===== config.mk =====
export PLATFORM = sky130hd
export DESIGN_NAME = atrc_top
export DESIGN_NICKNAME = d
export VERILOG_FILES = /design/src/verilog/atrc_pkg.sv /design/src/verilog/atrc_top.sv
export SDC_FILE = /design/constraint.sdc
export NUM_CORES = 1
export LEC_CHECK = 0
export BUFFER_PORTS_ARGS = -buffer_cell sky130_fd_sc_hd__buf_2
export CORE_MARGIN = 2
export CORE_UTILIZATION = 50
export DETAILED_ROUTE_END_ITERATION = 7
export MAX_ROUTING_LAYER = met4
export PLACE_DENSITY = 0.69
export RECOVER_POWER = 25
export REMOVE_ABC_BUFFERS = 1
export SETUP_SLACK_MARGIN = 0.2
export SLEW_MARGIN = 20
export SYNTH_ARGS = -nofsm -noshare
export SYNTH_HDL_FRONTEND = slang
export SYNTH_SLANG_ARGS = --single-unit
export TNS_END_PERCENT = 10

===== constraint.sdc =====
create_clock -name clk -period 7.7 [get_ports clk]
set_input_delay 0.77 -clock clk [delete_from_list [all_inputs] [get_ports clk]]
set_output_delay 0.77 -clock clk [all_outputs]
set_load 0.05 [all_outputs]

===== src/verilog/atrc_pkg.sv =====
// package: register map, field positions and constants for the adc trigger/result control
package atrc_pkg;
    // register byte offsets (register index on the plain port)
    localparam logic [5:0] OFF_CTRL_B     = 6'h01; // signed_select, continuous_scan, format
    localparam logic [5:0] OFF_EVENT_TRIGGER_CONTROL     = 6'h03; // event_trigger_control
    localparam logic [5:0] OFF_CLKDIV     = 6'h04; // converter_clock_divider
    localparam logic [5:0] OFF_FLAGS      = 6'h06; // channel_flags
    localparam logic [5:0] OFF_LATCH      = 6'h07; // access_high_byte_latch
    localparam logic [5:0] OFF_TRIM_LO    = 6'h0C; // trim_low
    localparam logic [5:0] OFF_TRIM_HI    = 6'h0D; // trim_high
    localparam logic [5:0] OFF_THR_LO     = 6'h18; // threshold_low
    localparam logic [5:0] OFF_THR_HI     = 6'h19; // threshold_high
    localparam logic [5:0] OFF_RES_BASE   = 6'h20; // channel n result low at base + 2n
    localparam logic [5:0] OFF_MODE       = 6'h28; // per-channel compare mode (own)
    // control register b field positions
    localparam int POS_SIGNED   = 4;
    localparam int POS_CONTIN   = 3;
    localparam int POS_FMT      = 1;
    // result format codes
    localparam logic [1:0] FMT_R12 = 2'b00;
    localparam logic [1:0] FMT_R8  = 2'b10;
    localparam logic [1:0] FMT_L12 = 2'b11;
    // event action codes
    localparam logic [2:0] ACT_NONE  = 3'b000;
    localparam logic [2:0] ACT_SCAN  = 3'b101;
    localparam logic [2:0] ACT_RSCAN = 3'b110;
    // compare modes per channel: 00 done, 01 below, 11 above
    localparam logic [1:0] CMP_BELOW = 2'b01;
    localparam logic [1:0] CMP_ABOVE = 2'b11;
    // reset values
    localparam logic [7:0] RST_BYTE  = 8'h00;
    // divider base: code 000 divides by 4
    localparam int DIV_BASE_LOG2 = 2;
    localparam int CHANNELS = 4;
endpackage


===== src/verilog/atrc_top.sv =====
// adc trigger selection, converter clock divider, flags, 16-bit access and result formatting
//
// The register addresses and the plain strobed port were left to the implementer.
`timescale 1ns/10ps

module atrc_top #(
    parameter int EVENT_LINES = 8              // event routing network width
) (
    input  wire logic                 clk,
    input  wire logic                 rst_n,
    input  wire logic [5:0]           reg_addr,     // register index
    input  wire logic [7:0]           reg_wdata,
    input  wire logic                 reg_wr,
    input  wire logic                 reg_rd,
    output logic [7:0]                reg_rdata,    // valid the cycle after reg_rd
    input  wire logic [EVENT_LINES-1:0] event_in,   // one-cycle event pulses, same clock
    input  wire logic [3:0]           vector_taken, // interrupt vector of channel n executed
    input  wire logic                 conv_done,    // pipeline reports one finished result
    input  wire logic [1:0]           conv_chan,    // channel of that result
    input  wire logic [11:0]          conv_data,    // raw result, two's complement when signed
    output logic [3:0]                conv_start,   // one-cycle start requests per channel
    output logic                      conv_flush,   // one-cycle pipeline flush
    output logic                      conv_clk_en,  // converter clock enable pulse
    output logic                      signed_mode,
    output logic [11:0]               trim_value,
    output logic [3:0]                channel_done_flag
);
    import atrc_pkg::*;

    initial begin
        if (EVENT_LINES != 8) $error("atrc_top: eight event lines expected");
    end

    ////////////////////////////////////////////////////////////////////////////////
    // register storage
    // every register is a byte on the plain port; wider values are split into
    // low and high bytes that pair through the shared access latch below
    // reserved bits are simply not stored, so they read back as zero
    logic [7:0]  ctrl_b_reg;          // signed_select, continuous_scan, result format
    logic [7:0]  event_trigger_control_reg;          // scan span, line select, event action
    logic [2:0]  clkdiv_reg;          // converter clock divider code
    logic [7:0]  latch_reg;           // shared high-byte latch
    logic [11:0] trim_reg;            // trim value
    logic [15:0] thr_reg;             // committed threshold
    logic [7:0]  cmode_reg;           // 2 bits of compare mode per channel
    logic [15:0] res_reg [CHANNELS];  // formatted results

    logic [1:0] scan_span;
    logic [2:0] line_sel;
    logic [2:0] event_action;
    logic       continuous_scan;
    logic [1:0] fmt;
    assign scan_span       = event_trigger_control_reg[7:6];
    assign line_sel        = event_trigger_control_reg[5:3];
    assign event_action    = event_trigger_control_reg[2:0];
    assign continuous_scan = ctrl_b_reg[POS_CONTIN];
    assign fmt             = ctrl_b_reg[POS_FMT +: 2];

    // decoded write strobes
    logic wr_thr_hi;
    logic wr_latch;
    assign wr_thr_hi = reg_wr && (reg_addr == OFF_THR_HI);
    assign wr_latch  = reg_wr && (reg_addr == OFF_LATCH);

    // plain configuration registers; reserved bits of control b are not stored
    // writes to unmapped indices fall through the default branch and are lost
    // the divider keeps only its three code bits, the upper five cannot be set
    // the trim high write stores its four bits directly, with no latch pairing,
    // because the pipeline only reads the trim as a whole level
    always_ff @(posedge clk or negedge rst_n) begin
        if (!rst_n) begin
            ctrl_b_reg <= RST_BYTE;
            event_trigger_control_reg <= RST_BYTE;
            clkdiv_reg <= 3'b000;
            trim_reg   <= 12'h000;
            cmode_reg  <= RST_BYTE;
        end else if (reg_wr) begin
            case (reg_addr)
                OFF_CTRL_B:  ctrl_b_reg <= reg_wdata & 8'h1E;
                OFF_EVENT_TRIGGER_CONTROL:  event_trigger_control_reg <= reg_wdata;
                OFF_CLKDIV:  clkdiv_reg <= reg_wdata[2:0];
                OFF_TRIM_LO: trim_reg[7:0] <= reg_wdata;
                OFF_TRIM_HI: trim_reg[11:8] <= reg_wdata[3:0];
                OFF_MODE:    cmode_reg <= reg_wdata;
                default: ;
            endcase
        end
    end

    ////////////////////////////////////////////////////////////////////////////////
    // 16-bit access: latch and threshold
    logic rd_low16;     // read of the low byte of a 16-bit register
    logic [7:0] hi_of_low;
    always_comb begin
        rd_low16  = 1'b0;
        hi_of_low = 8'h00;
        if (reg_addr == OFF_TRIM_LO) begin
            rd_low16  = 1'b1;
            hi_of_low = {4'h0, trim_reg[11:8]};
        end else if (reg_addr == OFF_THR_LO) begin
            rd_low16  = 1'b1;
            hi_of_low = thr_reg[15:8];
        end else if (reg_addr >= OFF_RES_BASE && reg_addr < OFF_MODE && !reg_addr[0]) begin
            rd_low16  = 1'b1;
            hi_of_low = res_reg[reg_addr[2:1]][15:8];
        end
    end

    // latch: direct writes, low-half writes of the threshold, low reads
    // priority: a direct write beats a threshold low write, which beats a read;
    // only one strobe stands in a cycle, so the order only matters for safety
    // limitation: any low-byte read overwrites a pending threshold low byte,
    // so software must not read a 16-bit register between the two writes
    always_ff @(posedge clk or negedge rst_n) begin
        if (!rst_n) begin
            latch_reg <= RST_BYTE;
        end else if (wr_latch) begin
            latch_reg <= reg_wdata;
        end else if (reg_wr && reg_addr == OFF_THR_LO) begin
            latch_reg <= reg_wdata;
        end else if (reg_rd && rd_low16) begin
            latch_reg <= hi_of_low;
        end
    end

    // threshold commits both bytes at once on the high write, so compares never tear
    // the trade-off is that a low write alone never changes the compare value
    always_ff @(posedge clk or negedge rst_n) begin
        if (!rst_n) begin
            thr_reg <= 16'h0000;
        end else if (wr_thr_hi) begin
            thr_reg <= {reg_wdata, latch_reg};
        end
    end

    ////////////////////////////////////////////////////////////////////////////////
    // converter clock divider; a flush restarts it
    // the enable pulse comes once every 2^(code+2) peripheral clocks
    // comparing with >= rather than == lets a code change to a faster rate
    // take effect at once instead of waiting for the counter to wrap
    logic [8:0] div_cnt;
    logic [8:0] div_max;
    logic       flush_now;
    // the shift amount is widened to four bits first: a three-bit sum would wrap
    // for codes 110 and 111 and give a far too fast converter clock
    logic [3:0] div_log2;
    assign div_log2 = 4'({1'b0, clkdiv_reg}) + 4'(DIV_BASE_LOG2);
    assign div_max  = 9'((10'd1 << div_log2) - 10'd1);

    always_ff @(posedge clk or negedge rst_n) begin
        if (!rst_n) begin
            div_cnt     <= 9'h000;
            conv_clk_en <= 1'b0;
        end else if (flush_now) begin
            div_cnt     <= 9'h000;
            conv_clk_en <= 1'b1;     // next peripheral edge is the next converter edge
        end else begin
            conv_clk_en <= (div_cnt >= div_max);
            div_cnt     <= (div_cnt >= div_max) ? 9'h000 : div_cnt + 9'h001;
        end
    end

    ////////////////////////////////////////////////////////////////////////////////
    // event routing to channel starts
    // the selected window starts at line_sel; lines above the top line are absent,
    // which is why the upper selects offer fewer usable lines
    // a single scan and a resynchronised scan both listen to the lowest line only
    // continuous scanning adds a full span on every converter clock pulse,
    // except in the cycle of a resync, which already starts the span itself
    logic [7:0] ev_win;        // selected lines, lowest first
    logic [3:0] ev_avail;      // lines that exist from line_sel upward
    logic [3:0] span_mask;
    logic [3:0] start_next;
    logic       first_ev;
    always_comb begin
        ev_win    = 8'(event_in >> line_sel);
        ev_avail  = 4'((5'b10000 >> line_sel) - 5'b00001) | 4'(8'hF0 >> line_sel);
        ev_avail  = (line_sel <= 3'd4) ? 4'hF : 4'((5'h1 << (4'd8 - {1'b0, line_sel})) - 5'h1);
        span_mask = 4'((5'h2 << scan_span) - 5'h1);
        first_ev  = ev_win[0];
        start_next = 4'h0;
        flush_now  = 1'b0;
        case (event_action)
            3'b001, 3'b010, 3'b011, 3'b100: begin
                start_next = ev_win[3:0] & ev_avail
                           & 4'((5'h1 << event_action) - 5'h1);
            end
            ACT_SCAN: begin
                if (first_ev) start_next = span_mask;
            end
            ACT_RSCAN: begin
                if (first_ev) begin
                    start_next = span_mask;
                    flush_now  = 1'b1;
                end
            end
            default: ;                                              // none and reserved
        endcase
        if (continuous_scan && conv_clk_en && !flush_now) begin
            start_next = start_next | span_mask;
        end
    end

    // start and flush requests toward the pipeline
    // both are registered so the pipeline sees clean one-cycle pulses
    always_ff @(posedge clk or negedge rst_n) begin
        if (!rst_n) begin
            conv_start <= 4'h0;
            conv_flush <= 1'b0;
        end else begin
            conv_start <= start_next;
            conv_flush <= flush_now;
        end
    end

    ////////////////////////////////////////////////////////////////////////////////
    // result formatting
    // the raw result is formatted as it arrives and stored already laid out,
    // so a read never depends on a format change made after the conversion
    // reserved format code 01 falls into the right-aligned twelve-bit layout
    logic        sgn;
    logic [15:0] fmt_res;
    assign sgn = ctrl_b_reg[POS_SIGNED];
    always_comb begin
        case (fmt)
            FMT_L12: fmt_res = {conv_data, 4'h0};
            FMT_R8:  fmt_res = {{8{sgn & conv_data[7]}}, conv_data[7:0]};
            default: fmt_res = {{4{sgn & conv_data[11]}}, conv_data};
        endcase
    end

    always_ff @(posedge clk or negedge rst_n) begin
        if (!rst_n) begin
            for (int i = 0; i < CHANNELS; i++) res_reg[i] <= 16'h0000;
        end else if (conv_done) begin
            res_reg[conv_chan] <= fmt_res;
        end
    end

    ////////////////////////////////////////////////////////////////////////////////
    // compare against threshold and flags
    // the compare sees the formatted value, the same one software reads back
    // a seventeenth bit keeps unsigned values above the signed range positive
    logic signed [16:0] cmp_res;   // 17 bits so unsigned values compare as positive
    logic signed [16:0] cmp_thr;
    logic [1:0]         cm;
    logic               hit;
    logic [3:0]         flag_set;
    always_comb begin
        cmp_res = sgn ? {fmt_res[15], fmt_res} : {1'b0, fmt_res};
        cmp_thr = sgn ? {thr_reg[15], thr_reg} : {1'b0, thr_reg};
        cm      = cmode_reg[conv_chan*2 +: 2];
        case (cm)
            CMP_BELOW: hit = cmp_res < cmp_thr;
            CMP_ABOVE: hit = cmp_res > cmp_thr;
            default:   hit = 1'b1;
        endcase
        flag_set = (conv_done && hit) ? 4'(4'h1 << conv_chan) : 4'h0;
    end

    // set wins over both clears in the same cycle
    // so a result that lands while software clears the flag is never lost
    always_ff @(posedge clk or negedge rst_n) begin
        if (!rst_n) begin
            channel_done_flag <= 4'h0;
        end else begin
            channel_done_flag <= (channel_done_flag
                & ~vector_taken
                & ~((reg_wr && reg_addr == OFF_FLAGS) ? reg_wdata[3:0] : 4'h0))
                | flag_set;
        end
    end

    ////////////////////////////////////////////////////////////////////////////////
    // read data, one cycle after the strobe; unmapped reads give zero
    // outside a read cycle the data port returns to zero
    // high bytes of 16-bit registers always come from the latch,
    // which the preceding low-byte read has filled
    always_ff @(posedge clk or negedge rst_n) begin
        if (!rst_n) begin
            reg_rdata <= 8'h00;
        end else if (reg_rd) begin
            case (reg_addr)
                OFF_CTRL_B:  reg_rdata <= ctrl_b_reg;
                OFF_EVENT_TRIGGER_CONTROL:  reg_rdata <= event_trigger_control_reg;
                OFF_CLKDIV:  reg_rdata <= {5'b00000, clkdiv_reg};
                OFF_FLAGS:   reg_rdata <= {4'h0, channel_done_flag};
                OFF_LATCH:   reg_rdata <= latch_reg;
                OFF_TRIM_LO: reg_rdata <= trim_reg[7:0];
                OFF_TRIM_HI: reg_rdata <= latch_reg;
                OFF_THR_LO:  reg_rdata <= thr_reg[7:0];
                OFF_THR_HI:  reg_rdata <= latch_reg;
                OFF_MODE:    reg_rdata <= cmode_reg;
                default: begin
                    if (reg_addr >= OFF_RES_BASE && reg_addr < OFF_MODE) begin
                        reg_rdata <= reg_addr[0] ? latch_reg
                                                 : res_reg[reg_addr[2:1]][7:0];
                    end else begin
                        reg_rdata <= 8'h00;
                    end
                end
            endcase
        end else begin
            reg_rdata <= 8'h00;
        end
    end

    // mirrors for the pipeline
    // registered copies keep every top-level output straight from a flip-flop;
    // they trail the register contents by one cycle
    always_ff @(posedge clk or negedge rst_n) begin
        if (!rst_n) begin
            signed_mode <= 1'b0;
            trim_value  <= 12'h000;
        end else begin
            signed_mode <= sgn;
            trim_value  <= trim_reg;
        end
    end
endmodule


=== Yosys cells after proc, flatten, opt, wreduce, memory -nomap -nowiden ===
Cells that the tools add are included.

* Equal/unequal tests: 20
* Reductions and logical operators: 23
* Bitwise gates (word level): 12
* Muxes and demuxes: 34
* $add $sub $neg: 7
* Order comparisons: 9
* Shift operators: 7

{| class="wikitable"
|+ Operators by type and width
! cell !! count
|-
| 8-bit 2-to-1 mux || 9
|-
| 64-bit bitwise mux || 1
|-
| 8-bit one-hot mux with 8 select lines || 1
|-
| 16-bit 2-to-1 mux || 3
|-
| 17-bit 2-to-1 mux || 2
|-
| 16-bit binary-select mux with 2-bit select || 1
|-
| 16-bit demux with 2-bit select || 1
|-
| 16-bit one-hot mux with 2 select lines || 1
|-
| 4-bit 2-to-1 mux || 5
|-
| 6-bit by 3-bit equality test with 1-bit output, second input constant || 3
|-
| 9-bit 2-to-1 mux || 2
|-
| 17-bit > comparator || 1
|-
| 17-bit less-than comparator || 1
|-
| 4-bit bitwise AND || 4
|-
| 6-bit by 4-bit equality test with 1-bit output, second input constant || 2
|-
| 6-bit by 5-bit equality test with 1-bit output, second input constant || 2
|-
| 2-bit AND reduction || 6
|-
| 4-bit by 1-bit subtractor with 4-bit output, second input constant || 3
|-
| 1-bit logical AND || 11
|-
| 9-bit by 1-bit adder with 9-bit output, second input constant || 1
|-
| 3-bit equality test, second input constant || 3
|-
| 9-bit >= comparator || 1
|-
| 1-bit by 4-bit left shift with 9-bit output, first input constant || 1
|-
| 9-bit by 1-bit subtractor with 9-bit output, second input constant || 1
|-
| other kinds (32) || 46
|}

* Flip-flop bits (word level): 163
* Word-level logic and storage cells: 132
* Output and inout bits: 31

=== Longest topological paths before layout ===
Gate-level depths: netlist of the first run.

* Word-level depth: 10
* Mapped depth: 15

=== Worst setup path before layout of the first run ===
Ideal clock, no wire load.

* Path kind: register -> register
* Start: reg clkdiv_reg[1]
* End: reg div_cnt[1]
* Cell stages (with the launch flop): 15
* Clock period less this slack: 3.050 ns
* Data required time: 7.600 ns
* Setup slack: 4.650 ns
* Arrival time: 2.949 ns
* Setup time: 0.100 ns
* Cell sequence: dfrtp_1 inv_1 ha_1 nor4b_1 inv_1 ha_1 nor2_1 nor3_1 xnor2_1 ha_1 a21o_1 a21oi_1 nor2b_1 nor2_1 nor4bb_1

* Word-level cells in the longest chain between the ends: 6

{| class="wikitable"
|+ RTL lines
! element !! line !! text
|-
| from (decl) || atrc_top.sv:41 || <nowiki>logic [2:0] clkdiv_reg;</nowiki>
|-
| from (signal assigned) || atrc_top.sv:81 || <nowiki>OFF_CLKDIV: clkdiv_reg <= reg_wdata[2:0];</nowiki>
|-
| 3-bit by 2-bit adder with 4-bit output || atrc_top.sv:147 || <nowiki>assign div_log2 = 4'({1'b0, clkdiv_reg}) + 4'(DIV_BASE_LOG2);</nowiki>
|-
| 1-bit by 4-bit left shift with 9-bit output || atrc_top.sv:148 || <nowiki>assign div_max = 9'((10'd1 << div_log2) - 10'd1);</nowiki>
|-
| 9-bit by 1-bit subtractor with 9-bit output || atrc_top.sv:148 ||
|-
| 9-bit >= comparator || atrc_top.sv:159 || <nowiki>div_cnt <= (div_cnt >= div_max) ? 9'h000 : div_cnt + 9'h001;</nowiki>
|-
| 9-bit 2-to-1 mux || atrc_top.sv:159 ||
|-
| 9-bit 2-to-1 mux || atrc_top.sv:154 || <nowiki>end else if (flush_now) begin</nowiki>
|-
| to (signal assigned) || atrc_top.sv:159 ||
|-
| to (decl) || atrc_top.sv:141 || <nowiki>logic [8:0] div_cnt;</nowiki>
|}

No other way between the ends.
A chain may end at the register's enable or synchronous reset.

==> impl_metrics.env, run 1 <==
export IMPL_postRouteAntennaNets=0
export IMPL_ios=76
export IMPL_post_route_min_period_ns=4.564
export IMPL_slew_viol_final=86
export IMPL_hold_viol=0
export IMPL_crit_buf_inv=1
export IMPL_cp_arrival_ns=4.02
export IMPL_largest_register_ffs=64
export IMPL_placed_area_um2=8985
export IMPL_critPathSlowestCell="clkbuf_1"
export IMPL_ys_types=62
export IMPL_synthCells=795
export IMPL_required_ns=7.15
export IMPL_root_buffer="clkbuf_16"
export IMPL_setup_viol=0
export IMPL_grt_use_total=0.2500
export IMPL_ys_warn_count=0
export IMPL_cts_hold_buf=0
export IMPL_synth_area_um2=8466
export IMPL_drt_wirelength_per_cell_um=18.97
export IMPL_cts_sinks=163
export IMPL_synth_xor_area_frac=0.01242
export IMPL_clk_path_buf_depth=2
export IMPL_p_per_area_nw_per_um2=259.4
export IMPL_synth_most_common_cell="dfrtp_1"
export IMPL_p_leak_uw=0.004537
export IMPL_globalRouteMet2Util=0.3991
export IMPL_fill_cells=1421
export IMPL_synth_edf_count=0
export IMPL_hpwlAfterDp_um=14130
export IMPL_yosysTopAreaCellShare=0.4818
export IMPL_drt_iter0_drc=495
export IMPL_relSlewSlack=-2.050
export IMPL_cts_tree="built"
export IMPL_p_total_uw=2485
export IMPL_drc=0
export IMPL_crit_fanout=85
export IMPL_criticalPathCategory="input pin to asynchronous set/reset pin"
export IMPL_drive_above_1_share=0.2212
export IMPL_die_h_um=134.1
export IMPL_clock_skew_ns=0.01137
export IMPL_syn_avg_cell_area_um2=10.65
export IMPL_grt_pass1_vias=6142
export IMPL_drv_cap=1
export IMPL_cts_buffers=17
export IMPL_crit_path_max_incr_delay_ns=3.13
export IMPL_place_gp_congestion=0.8858
export IMPL_synth_seq_cells=163
export IMPL_fin_tns_setup_ns=0
export IMPL_dr_total_vias=6292
export IMPL_rows=47
export IMPL_fmax_mhz=219.1
export IMPL_area_delta_synth_final_pct=13.15
export IMPL_async_flop_share=1.000
export IMPL_gr_max_usage_layer="met2"
export IMPL_post_cts_resized=0
export IMPL_grt_overflow=0
export IMPL_ir_drop_uv=240.0
export IMPL_crit_family="buffers and inverters"
export IMPL_grt_antenna_before_repair=0
export IMPL_diodes=0
export IMPL_dieWidth_um=134.1
export IMPL_use_met1=0.3310
export IMPL_rsz0062_at_grt="no"
export IMPL_routed_via_density=5.783
export IMPL_synthAdderAreaFrac=0.05764
export IMPL_synthMuxAreaShare=0.1400
export IMPL_seq_area_frac_synth=0.4818
export IMPL_wl_um=20640
export IMPL_grt_max_degree=86
export IMPL_tightestPinTransition_ns=4.575
export IMPL_violations="capacitance limit, slew limit"
export IMPL_synth_compound_area_frac=0.1385
export IMPL_status="finished, violations left"
export IMPL_synthFlopType="dfrtp_1"
export IMPL_path_cells="clkbuf_1"
export IMPL_grtUsageMet3=0.04762
export IMPL_synth_largest_area_cell="dfrtp_1"
export IMPL_path_clk_slew_ns=0.07
export IMPL_cp_start_kind="input pin"
export IMPL_endpoint_kind="asynchronous set/reset pin"
export IMPL_grt_pass1_wl_um=33420
export IMPL_synth_common_cells="dfrtp_1 (163), nand2_1 (117), o21ai_0 (96)"
export IMPL_start_util=0.5105
export IMPL_synth_simple_gate_area_frac=0.1242
export IMPL_htreeDepth=4
export IMPL_hold_path_class="register to register"
export IMPL_nets=939
export IMPL_worstSkewPairLatency_ns=0.43
export IMPL_synth_area_leaders="dfrtp_1 (48%), mux2_2 (6.5%), ha_1 (5.8%), o21ai_0 (5.7%), mux4_2 (5.6%)"
export IMPL_synth_top_family_by_area="multiplexers"
export IMPL_die_area_um2=17990
export IMPL_portBuffers=75
export IMPL_dr_pass1_iters=8
export IMPL_fin_crit_sh=0.5928
export IMPL_post_cts_buffers=0
export IMPL_final_cell_area_um2=9579
export IMPL_core_area_um2=16580
area by class of cell:
| type | count | area, um^2 | area share |
|---|---|---|---|
| Clock inverter | 11 | 103.9 | 0.01084 |
| Sequential cell | 163 | 4079 | 0.4258 |
| Clock buffer | 21 | 470.5 | 0.04911 |
| Multi-Input combinational cell | 538 | 4001 | 0.4177 |
| Inverter | 52 | 195.2 | 0.02038 |
| Tap cell | 220 | 275.3 | 0.02874 |
| Timing Repair Buffer | 83 | 454.2 | 0.04741 |
stage by stage:
step,util,hold WS (ns),setup slack (ns),std cells
CTS,0.5764,0.4092,4.130,1087
global route,0.5776,0.4167,2.188,1088
floorplan,-,0.3685,4.650,753
global placement,0.5418,0.3855,4.325,1055
detailed placement,0.5418,0.3934,4.173,1055
finish,0.5776,0.4046,3.136,1088
metal layers:
| layer | vias to the layer above | share of wire |
|---|---|---|
| li1 | 2978 | - |
| met1 | 3089 | 0.45 |
| met2 | 192 | 0.49 |
| met3 | 33 | 0.050 |
| met4 | 0 | 0.017 |
| met5 | - | 0 |
where the power goes:
| group | internal, uW | total [uW] | switching [uW] |
|---|---|---|---|
| Combinational | 232 | 552 | 320 |
| Sequential | 992 | 1120 | 124 |
| Clock | 471 | 817 | 346 |
cells by family (layout without fill, tap and decap cells):
| family | count (synthesis) | count (layout) |
|---|---|---|
| xor+xnor | 12 | 12 |
| simple gates | 213 | 213 |
| mux | 86 | 86 |
| fa+ha+maj | 39 | 39 |
| compound gates | 188 | 188 |
| flops | 163 | 163 |
| buf+inv | 94 | 167 |
placed cells by master (no fill, tap or decap), drive strengths merged, types with 22 or more instances in the layout:
master	netlist	final
o21ai	97	97
nand2	117	117
buf	16	82
inv	52	53
dfrtp	163	163
nor2	26	26
ha	39	39
mux2	49	49
a21oi	25	25
clkbuf	26	22
final timing paths:
check	endpoint	slack, ns	cells past startpoint	from
max	ctrl_b_reg[2]	3.14	1	rst_n
max in group clk	div_cnt[1]	4.15	14	clkdiv_reg[1]
min	trim_value[1]	0.40	0	trim_reg[1]
min in group asynchronous	div_cnt[1]	1.95	1	rst_n
max reg2reg	div_cnt[1]	4.15	14	clkdiv_reg[1]
min reg2reg	trim_value[1]	0.40	0	trim_reg[1]
No activity file was read; power rests on OpenSTA's default activity.
==> run 2, diff against run 1 <==
Clock period 7.7 ns to 4.7 ns, I/O delays scaled along.
==> run 2 against run 1 <==
The flow still finishes with violations (capacitance limit, slew limit); cell area increased by 0.76%; final cell count decreased by 0.18%; total power increased by 73%; sequential share of layout area decreased by 0.32 points; worst setup slack got worse by 2.0 ns; via count decreased by 0.52%; core utilization increased by 0.44 points; combinational power increased by 65%; clock power increased by 92%.
==> impl_metrics.env, run 2 (synthesis results as in run 1) <==
export IMPL_dr_pass1_iters=5
export IMPL_cts_buffers=17
export IMPL_mostFrequentLayoutCell="dfrtp_1"
export IMPL_cp_arrival_ns=3.88
export IMPL_portBuffers=75
export IMPL_relSlewSlack=-1.510
export IMPL_post_route_min_period_ns=3.576
export IMPL_start_util=0.5105
export IMPL_cp_common_cell="ha_1"
export IMPL_grt_use_total=0.2507
export IMPL_ir_drop_uv=312.0
export IMPL_endpoint_kind="register"
export IMPL_drt_wirelength_per_cell_um=18.98
export IMPL_setup_slack_ns=1.124
export IMPL_rsz0062_at_grt="no"
export IMPL_cp_start_kind="register"
export IMPL_rows=47
export IMPL_required_ns=5.00
export IMPL_nets=938
export IMPL_ios=76
export IMPL_grt_max_degree=97
export IMPL_slew_viol_final=68
export IMPL_placed_cells=1055
export IMPL_root_buffer="clkbuf_16"
export IMPL_path_clk_slew_ns=0.06
export IMPL_hold_viol=0
export IMPL_area_delta_synth_final_pct=14.01
export IMPL_preCtsSetupSlack_ns=1.152
export IMPL_violations="capacitance limit, slew limit"
export IMPL_cts_sinks=163
export IMPL_drv_cap=1
export IMPL_drive_above_1_share=0.2194
export IMPL_clock_skew_ns=0.005782
export IMPL_fin_tns_setup_ns=0
export IMPL_multi_input_area_um2=4001
export IMPL_die_area_um2=17990
export IMPL_p_per_area_nw_per_um2=445.5
export IMPL_status="finished, violations left"
export IMPL_drt_iter0_drc=484
export IMPL_grt_pass1_wl_um=33670
export IMPL_crit_buf_inv=2
export IMPL_diodes=0
export IMPL_dr_total_vias=6259
export IMPL_die_h_um=134.1
export IMPL_final_util=0.5820
export IMPL_postRouteAntennaNets=0
export IMPL_layout_common_cells="dfrtp_1 (163), nand2_1 (117), o21ai_0 (96), buf_2 (74), inv_1 (52)"
export IMPL_post_cts_resized=0
export IMPL_post_cts_buffers=0
export IMPL_p_leak_uw=0.004570
export IMPL_clk_path_buf_depth=2
export IMPL_hpwlAfterDp_um=14170
export IMPL_routed_via_density=5.763
export IMPL_grt_pass1_vias=6194
export IMPL_grt_overflow=0
export IMPL_cts_hold_buf=0
export IMPL_critPathSlowestCell="dfrtp_1"
export IMPL_place_gp_congestion=0.8658
export IMPL_grt_antenna_before_repair=0
export IMPL_fmax_mhz=279.7
export IMPL_worstSkewPairLatency_ns=0.43
export IMPL_wl_um=20610
export IMPL_setup_viol=0
export IMPL_tightestPinTransition_ns=3.765
export IMPL_crit_path_max_incr_delay_ns=0.53
export IMPL_fin_cells=1086
export IMPL_crit_fanout=11
export IMPL_criticalPathCategory="register to register"
export IMPL_cts_tree="built"
export IMPL_path_cells="inv_1, ha_1, nor4b_1, inv_1, ha_1, nor2_1, nor3_1, xnor2_1, ha_1, a21o_1, a21oi_1, nor2b_1, nor2_1, nor4b_1"
export IMPL_core_area_um2=16580
export IMPL_fill_cells=1420
export IMPL_p_total_uw=4300
export IMPL_fin_crit_sh=0.7608
export IMPL_crit_family="simple AND/OR/NAND/NOR gates"
export IMPL_dieWidth_um=134.1
export IMPL_htreeDepth=4
export IMPL_largest_register_ffs=64
export IMPL_regArea_um2=4079
export IMPL_drc=0
export IMPL_hold_path_class="input pin to register"
## run 2: cell types whose count changed in the layout (fill, tap and decap cells not counted), sizes merged
cell,change
bufinv,+5
clkinvlp,-1
buf,-1
clkbuf,-3
clkinv,-2
## run 2: layout make-up
class,instances,share of cell area
tap,220,0.02852
timing repair buffer,82,0.04550
multi-input combinational,538,0.4146
clock inverter,13,0.02411
clock buffer,18,0.04446
sequential,163,0.4226
inverter,52,0.02022
## run 2: final timing paths
| path | slack (ns) | endpoint | from | cells after the start |
|---|---|---|---|---|
| max reg2reg | 1.12 | div_cnt[6] | clkdiv_reg[1] | 14 |
| max in group asynchronous | 1.23 | res_reg[34] | rst_n | 1 |
| min reg2reg | 0.40 | trim_value[1] | trim_reg[1] | 0 |
| min | 0.33 | latch_reg[6] | reg_wdata[6] | 3 |
| max | 1.12 | div_cnt[6] | clkdiv_reg[1] | 14 |
| min in group asynchronous | 1.33 | div_cnt[3] | rst_n | 1 |
## run 2: power by group
part / switching, uW / internal [uW] / total (uW)
Clock: 572 / 994 / 1570
Combinational: 529 / 380 / 909
Sequential: 200 / 1620 / 1820
## run 2: metal layers
metal  wire, um  part of all wire  up-vias  GRT usage
met2       9756              0.47      168     0.3895
met4        378             0.018        0    0.07719
li1           -                 -     2980          -
met5          0                 0        -          -
met1       9505              0.46     3084     0.3367
met3        968             0.047       27    0.04913
## run 2: worst reg2reg max path: cells and delay by family (launching register included)
| family | cells | cell delay, ns |
|---|---|---|
| flops | 1 | 0.53 |
| compound gates | 2 | 0.32 |
| simple gates | 6 | 1.37 |
| xor+xnor | 1 | 0.12 |
| buf+inv | 2 | 0.23 |
| fa+ha+maj | 3 | 0.88 |
## run 2: per-stage QoR
stage / hold WS [ns] / area (um^2)
2_1_floorplan: 0.1744 / 8275
3_3_place_gp: 0.3881 / 8997
3_5_place_dp: 0.3875 / 8997
4_1_cts: 0.06724 / 9659
5_1_grt: 0.3260 / 9652
6_report: 0.3336 / 9652
==> run 3, diff against run 2 <==
Clock period 4.7 ns to 3.3 ns, I/O delays scaled along.
==> run 3 against run 2 <==
The run still ends with capacitance limit, slew limit left; sequential cell count stayed put; critical path depth down 3; die area unchanged; maximum frequency is 21% higher; non-clock buffer count up 29; combinational power increased by 56%; register-to-register slack got worse by 0.79 ns; core utilization increased by 1.4 points; clock skew is 0.0046 ns higher; critical path type unchanged; critical endpoint is now conv_clk_en; highest routed layer unchanged.
==> impl_metrics.env, run 3 (synthesis results as in run 1) <==
export IMPL_required_ns=3.60
export IMPL_drive_above_1_share=0.2600
export IMPL_crit_buf_inv=2
export IMPL_drt_iter0_drc=612
export IMPL_setup_viol=0
export IMPL_dieWidth_um=134.1
export IMPL_fill_cells=1400
export IMPL_cts_tree="built"
export IMPL_nets=967
export IMPL_grt_overflow=0
export IMPL_power_frac_clock=0.335
export IMPL_combPwrFrac=0.235
export IMPL_crit_fanout=10
export IMPL_rsz0062_at_grt="yes"
export IMPL_place_gp_congestion=0.8641
export IMPL_cts_buffers=17
export IMPL_grt_max_degree=85
export IMPL_p_per_area_nw_per_um2=608.4
export IMPL_power_frac_seq=0.430
export IMPL_cp_start_kind="register"
export IMPL_fmax_mhz=337.1
export IMPL_core_area_um2=16580
export IMPL_grt_use_total=0.2554
export IMPL_diodes=0
export IMPL_hpwlAfterDp_um=14940
export IMPL_grt_antenna_before_repair=0
export IMPL_post_route_min_period_ns=2.967
export IMPL_ios=76
export IMPL_hold_path_class="input pin to register"
export IMPL_largest_register_ffs=64
export IMPL_p_int_uw=4064
export IMPL_root_buffer="clkbuf_16"
export IMPL_clock_skew_ns=0.01034
export IMPL_drc=0
export IMPL_crit_path_max_incr_delay_ns=0.47
export IMPL_status="finished, violations left"
export IMPL_crit_family="adder cells"
export IMPL_rows=47
export IMPL_routed_via_density=5.754
export IMPL_area_delta_synth_final_pct=16.72
export IMPL_path_cells="buf_4, ha_2, nor4b_2, inv_1, ha_1, ha_1, o21a_1, o21a_1, o211ai_1, a21oi_4, or4_1"
export IMPL_htreeDepth=4
export IMPL_path_clk_slew_ns=0.07
export IMPL_cp_arrival_ns=3.26
export IMPL_mostFrequentLayoutCell="dfrtp_1"
export IMPL_die_area_um2=17990
export IMPL_wl_um=21190
export IMPL_slew_viol_final=84
export IMPL_hold_viol=0
export IMPL_layout_common_cells="dfrtp_1 (162), nand2_1 (117), o21ai_0 (95), buf_2 (74), inv_1 (51)"
export IMPL_placed_area_um2=9178
export IMPL_cts_sinks=163
export IMPL_grt_pass1_vias=6318
export IMPL_ir_drop_uv=403.8
export IMPL_endpoint_kind="register"
export IMPL_violations="capacitance limit, slew limit"
export IMPL_die_h_um=134.1
export IMPL_start_util=0.5105
export IMPL_switching_power_uw=1947
export IMPL_dr_total_vias=6422
export IMPL_drv_cap=1
export IMPL_clk_path_buf_depth=2
export IMPL_worstSkewPairLatency_ns=0.44
export IMPL_postRouteAntennaNets=0
export IMPL_relSlewSlack=-0.4066
export IMPL_p_leak_uw=0.004710
export IMPL_swShare=0.3239
export IMPL_tightestPinTransition_ns=2.110
export IMPL_drt_wirelength_per_cell_um=18.99
export IMPL_fin_tns_setup_ns=0
export IMPL_criticalPathCategory="register to register"
export IMPL_final_cell_area_um2=9881
export IMPL_portBuffers=75
export IMPL_grt_pass1_wl_um=34210
export IMPL_dr_pass1_iters=6
export IMPL_fin_crit_sh=0.8989
export IMPL_critPathSlowestCell="or4_1"
[run 3: metrics by stage]
step                utilization  total power [uW]  cells  worst slack (ns)  hold WS (ns)
floorplan                     -              3474    753            0.2501       0.03441
global placement         0.5534              3921   1079            0.1721        0.3795
detailed placement       0.5534              3964   1079           0.09323        0.3864
CTS                      0.5903              5992   1112            0.2396        0.1861
global route             0.5958              6334   1116            0.1591        0.2046
finish                   0.5958              6011   1116            0.3335        0.1992
[run 3: path summary, 6_finish.rpt]
kind	cells after the start	slack [ns]	end	startpoint
setup / recovery	11	0.33	conv_clk_en	clkdiv_reg[1]
hold / removal	3	0.20	latch_reg[6]	reg_wdata[6]
setup reg to reg	11	0.33	conv_clk_en	clkdiv_reg[1]
hold reg to reg	0	0.40	trim_value[0]	trim_reg[0]
max in group asynchronous	2	1.02	res_reg[33]	rst_n
min in group asynchronous	2	1.06	trim_value[1]	rst_n
[run 3: timing repair]
item	4_1_cts	5_1_grt
setup buffers	0	4
gates resized for setup	2	13
endpoints found under the hold margin	64	0
hold buffers	1	0
pin swaps	0	3
endpoints found under the setup margin	9	14
[run 3: power by group through the flow]
stage / registers [uW] / clock network (uW) / logic [uW]
5_1_grt: 2630 / 2130 / 1580
4_1_cts: 2580 / 2050 / 1370
2_1_floorplan: 2690 / 0 / 787
3_3_place_gp: 2600 / 0 / 1320
6_report: 2580 / 2010 / 1420
3_5_place_dp: 2610 / 0 / 1350
[run 3: worst register-to-register path: cells and delay by family (launching register included)]
kind,cells,cell delay (ns)
compound gates,4,0.66
fa+ha+maj,3,0.77
buf+inv,2,0.25
flops,1,0.38
simple gates,2,0.77
[run 3: layer usage]
metal	routed length (um)	global-route usage	vias to the layer above
li1	-	-	3043
met1	9381	0.3409	3148
met2	10190	0.4048	199
met3	1162	0.04233	32
met4	462	0.07953	0
met5	0	-	-
[run 3: layout make-up]
cell class	count	area [um^2]	area share
clock buffer	17	425.4	0.04305
clock inverter	15	170.2	0.01722
tap	220	275.3	0.02786
inverter	52	195.2	0.01975
timing repair buffer	111	656.9	0.06648
sequential	163	4080	0.4129
multi-input combinational	538	4078	0.4127
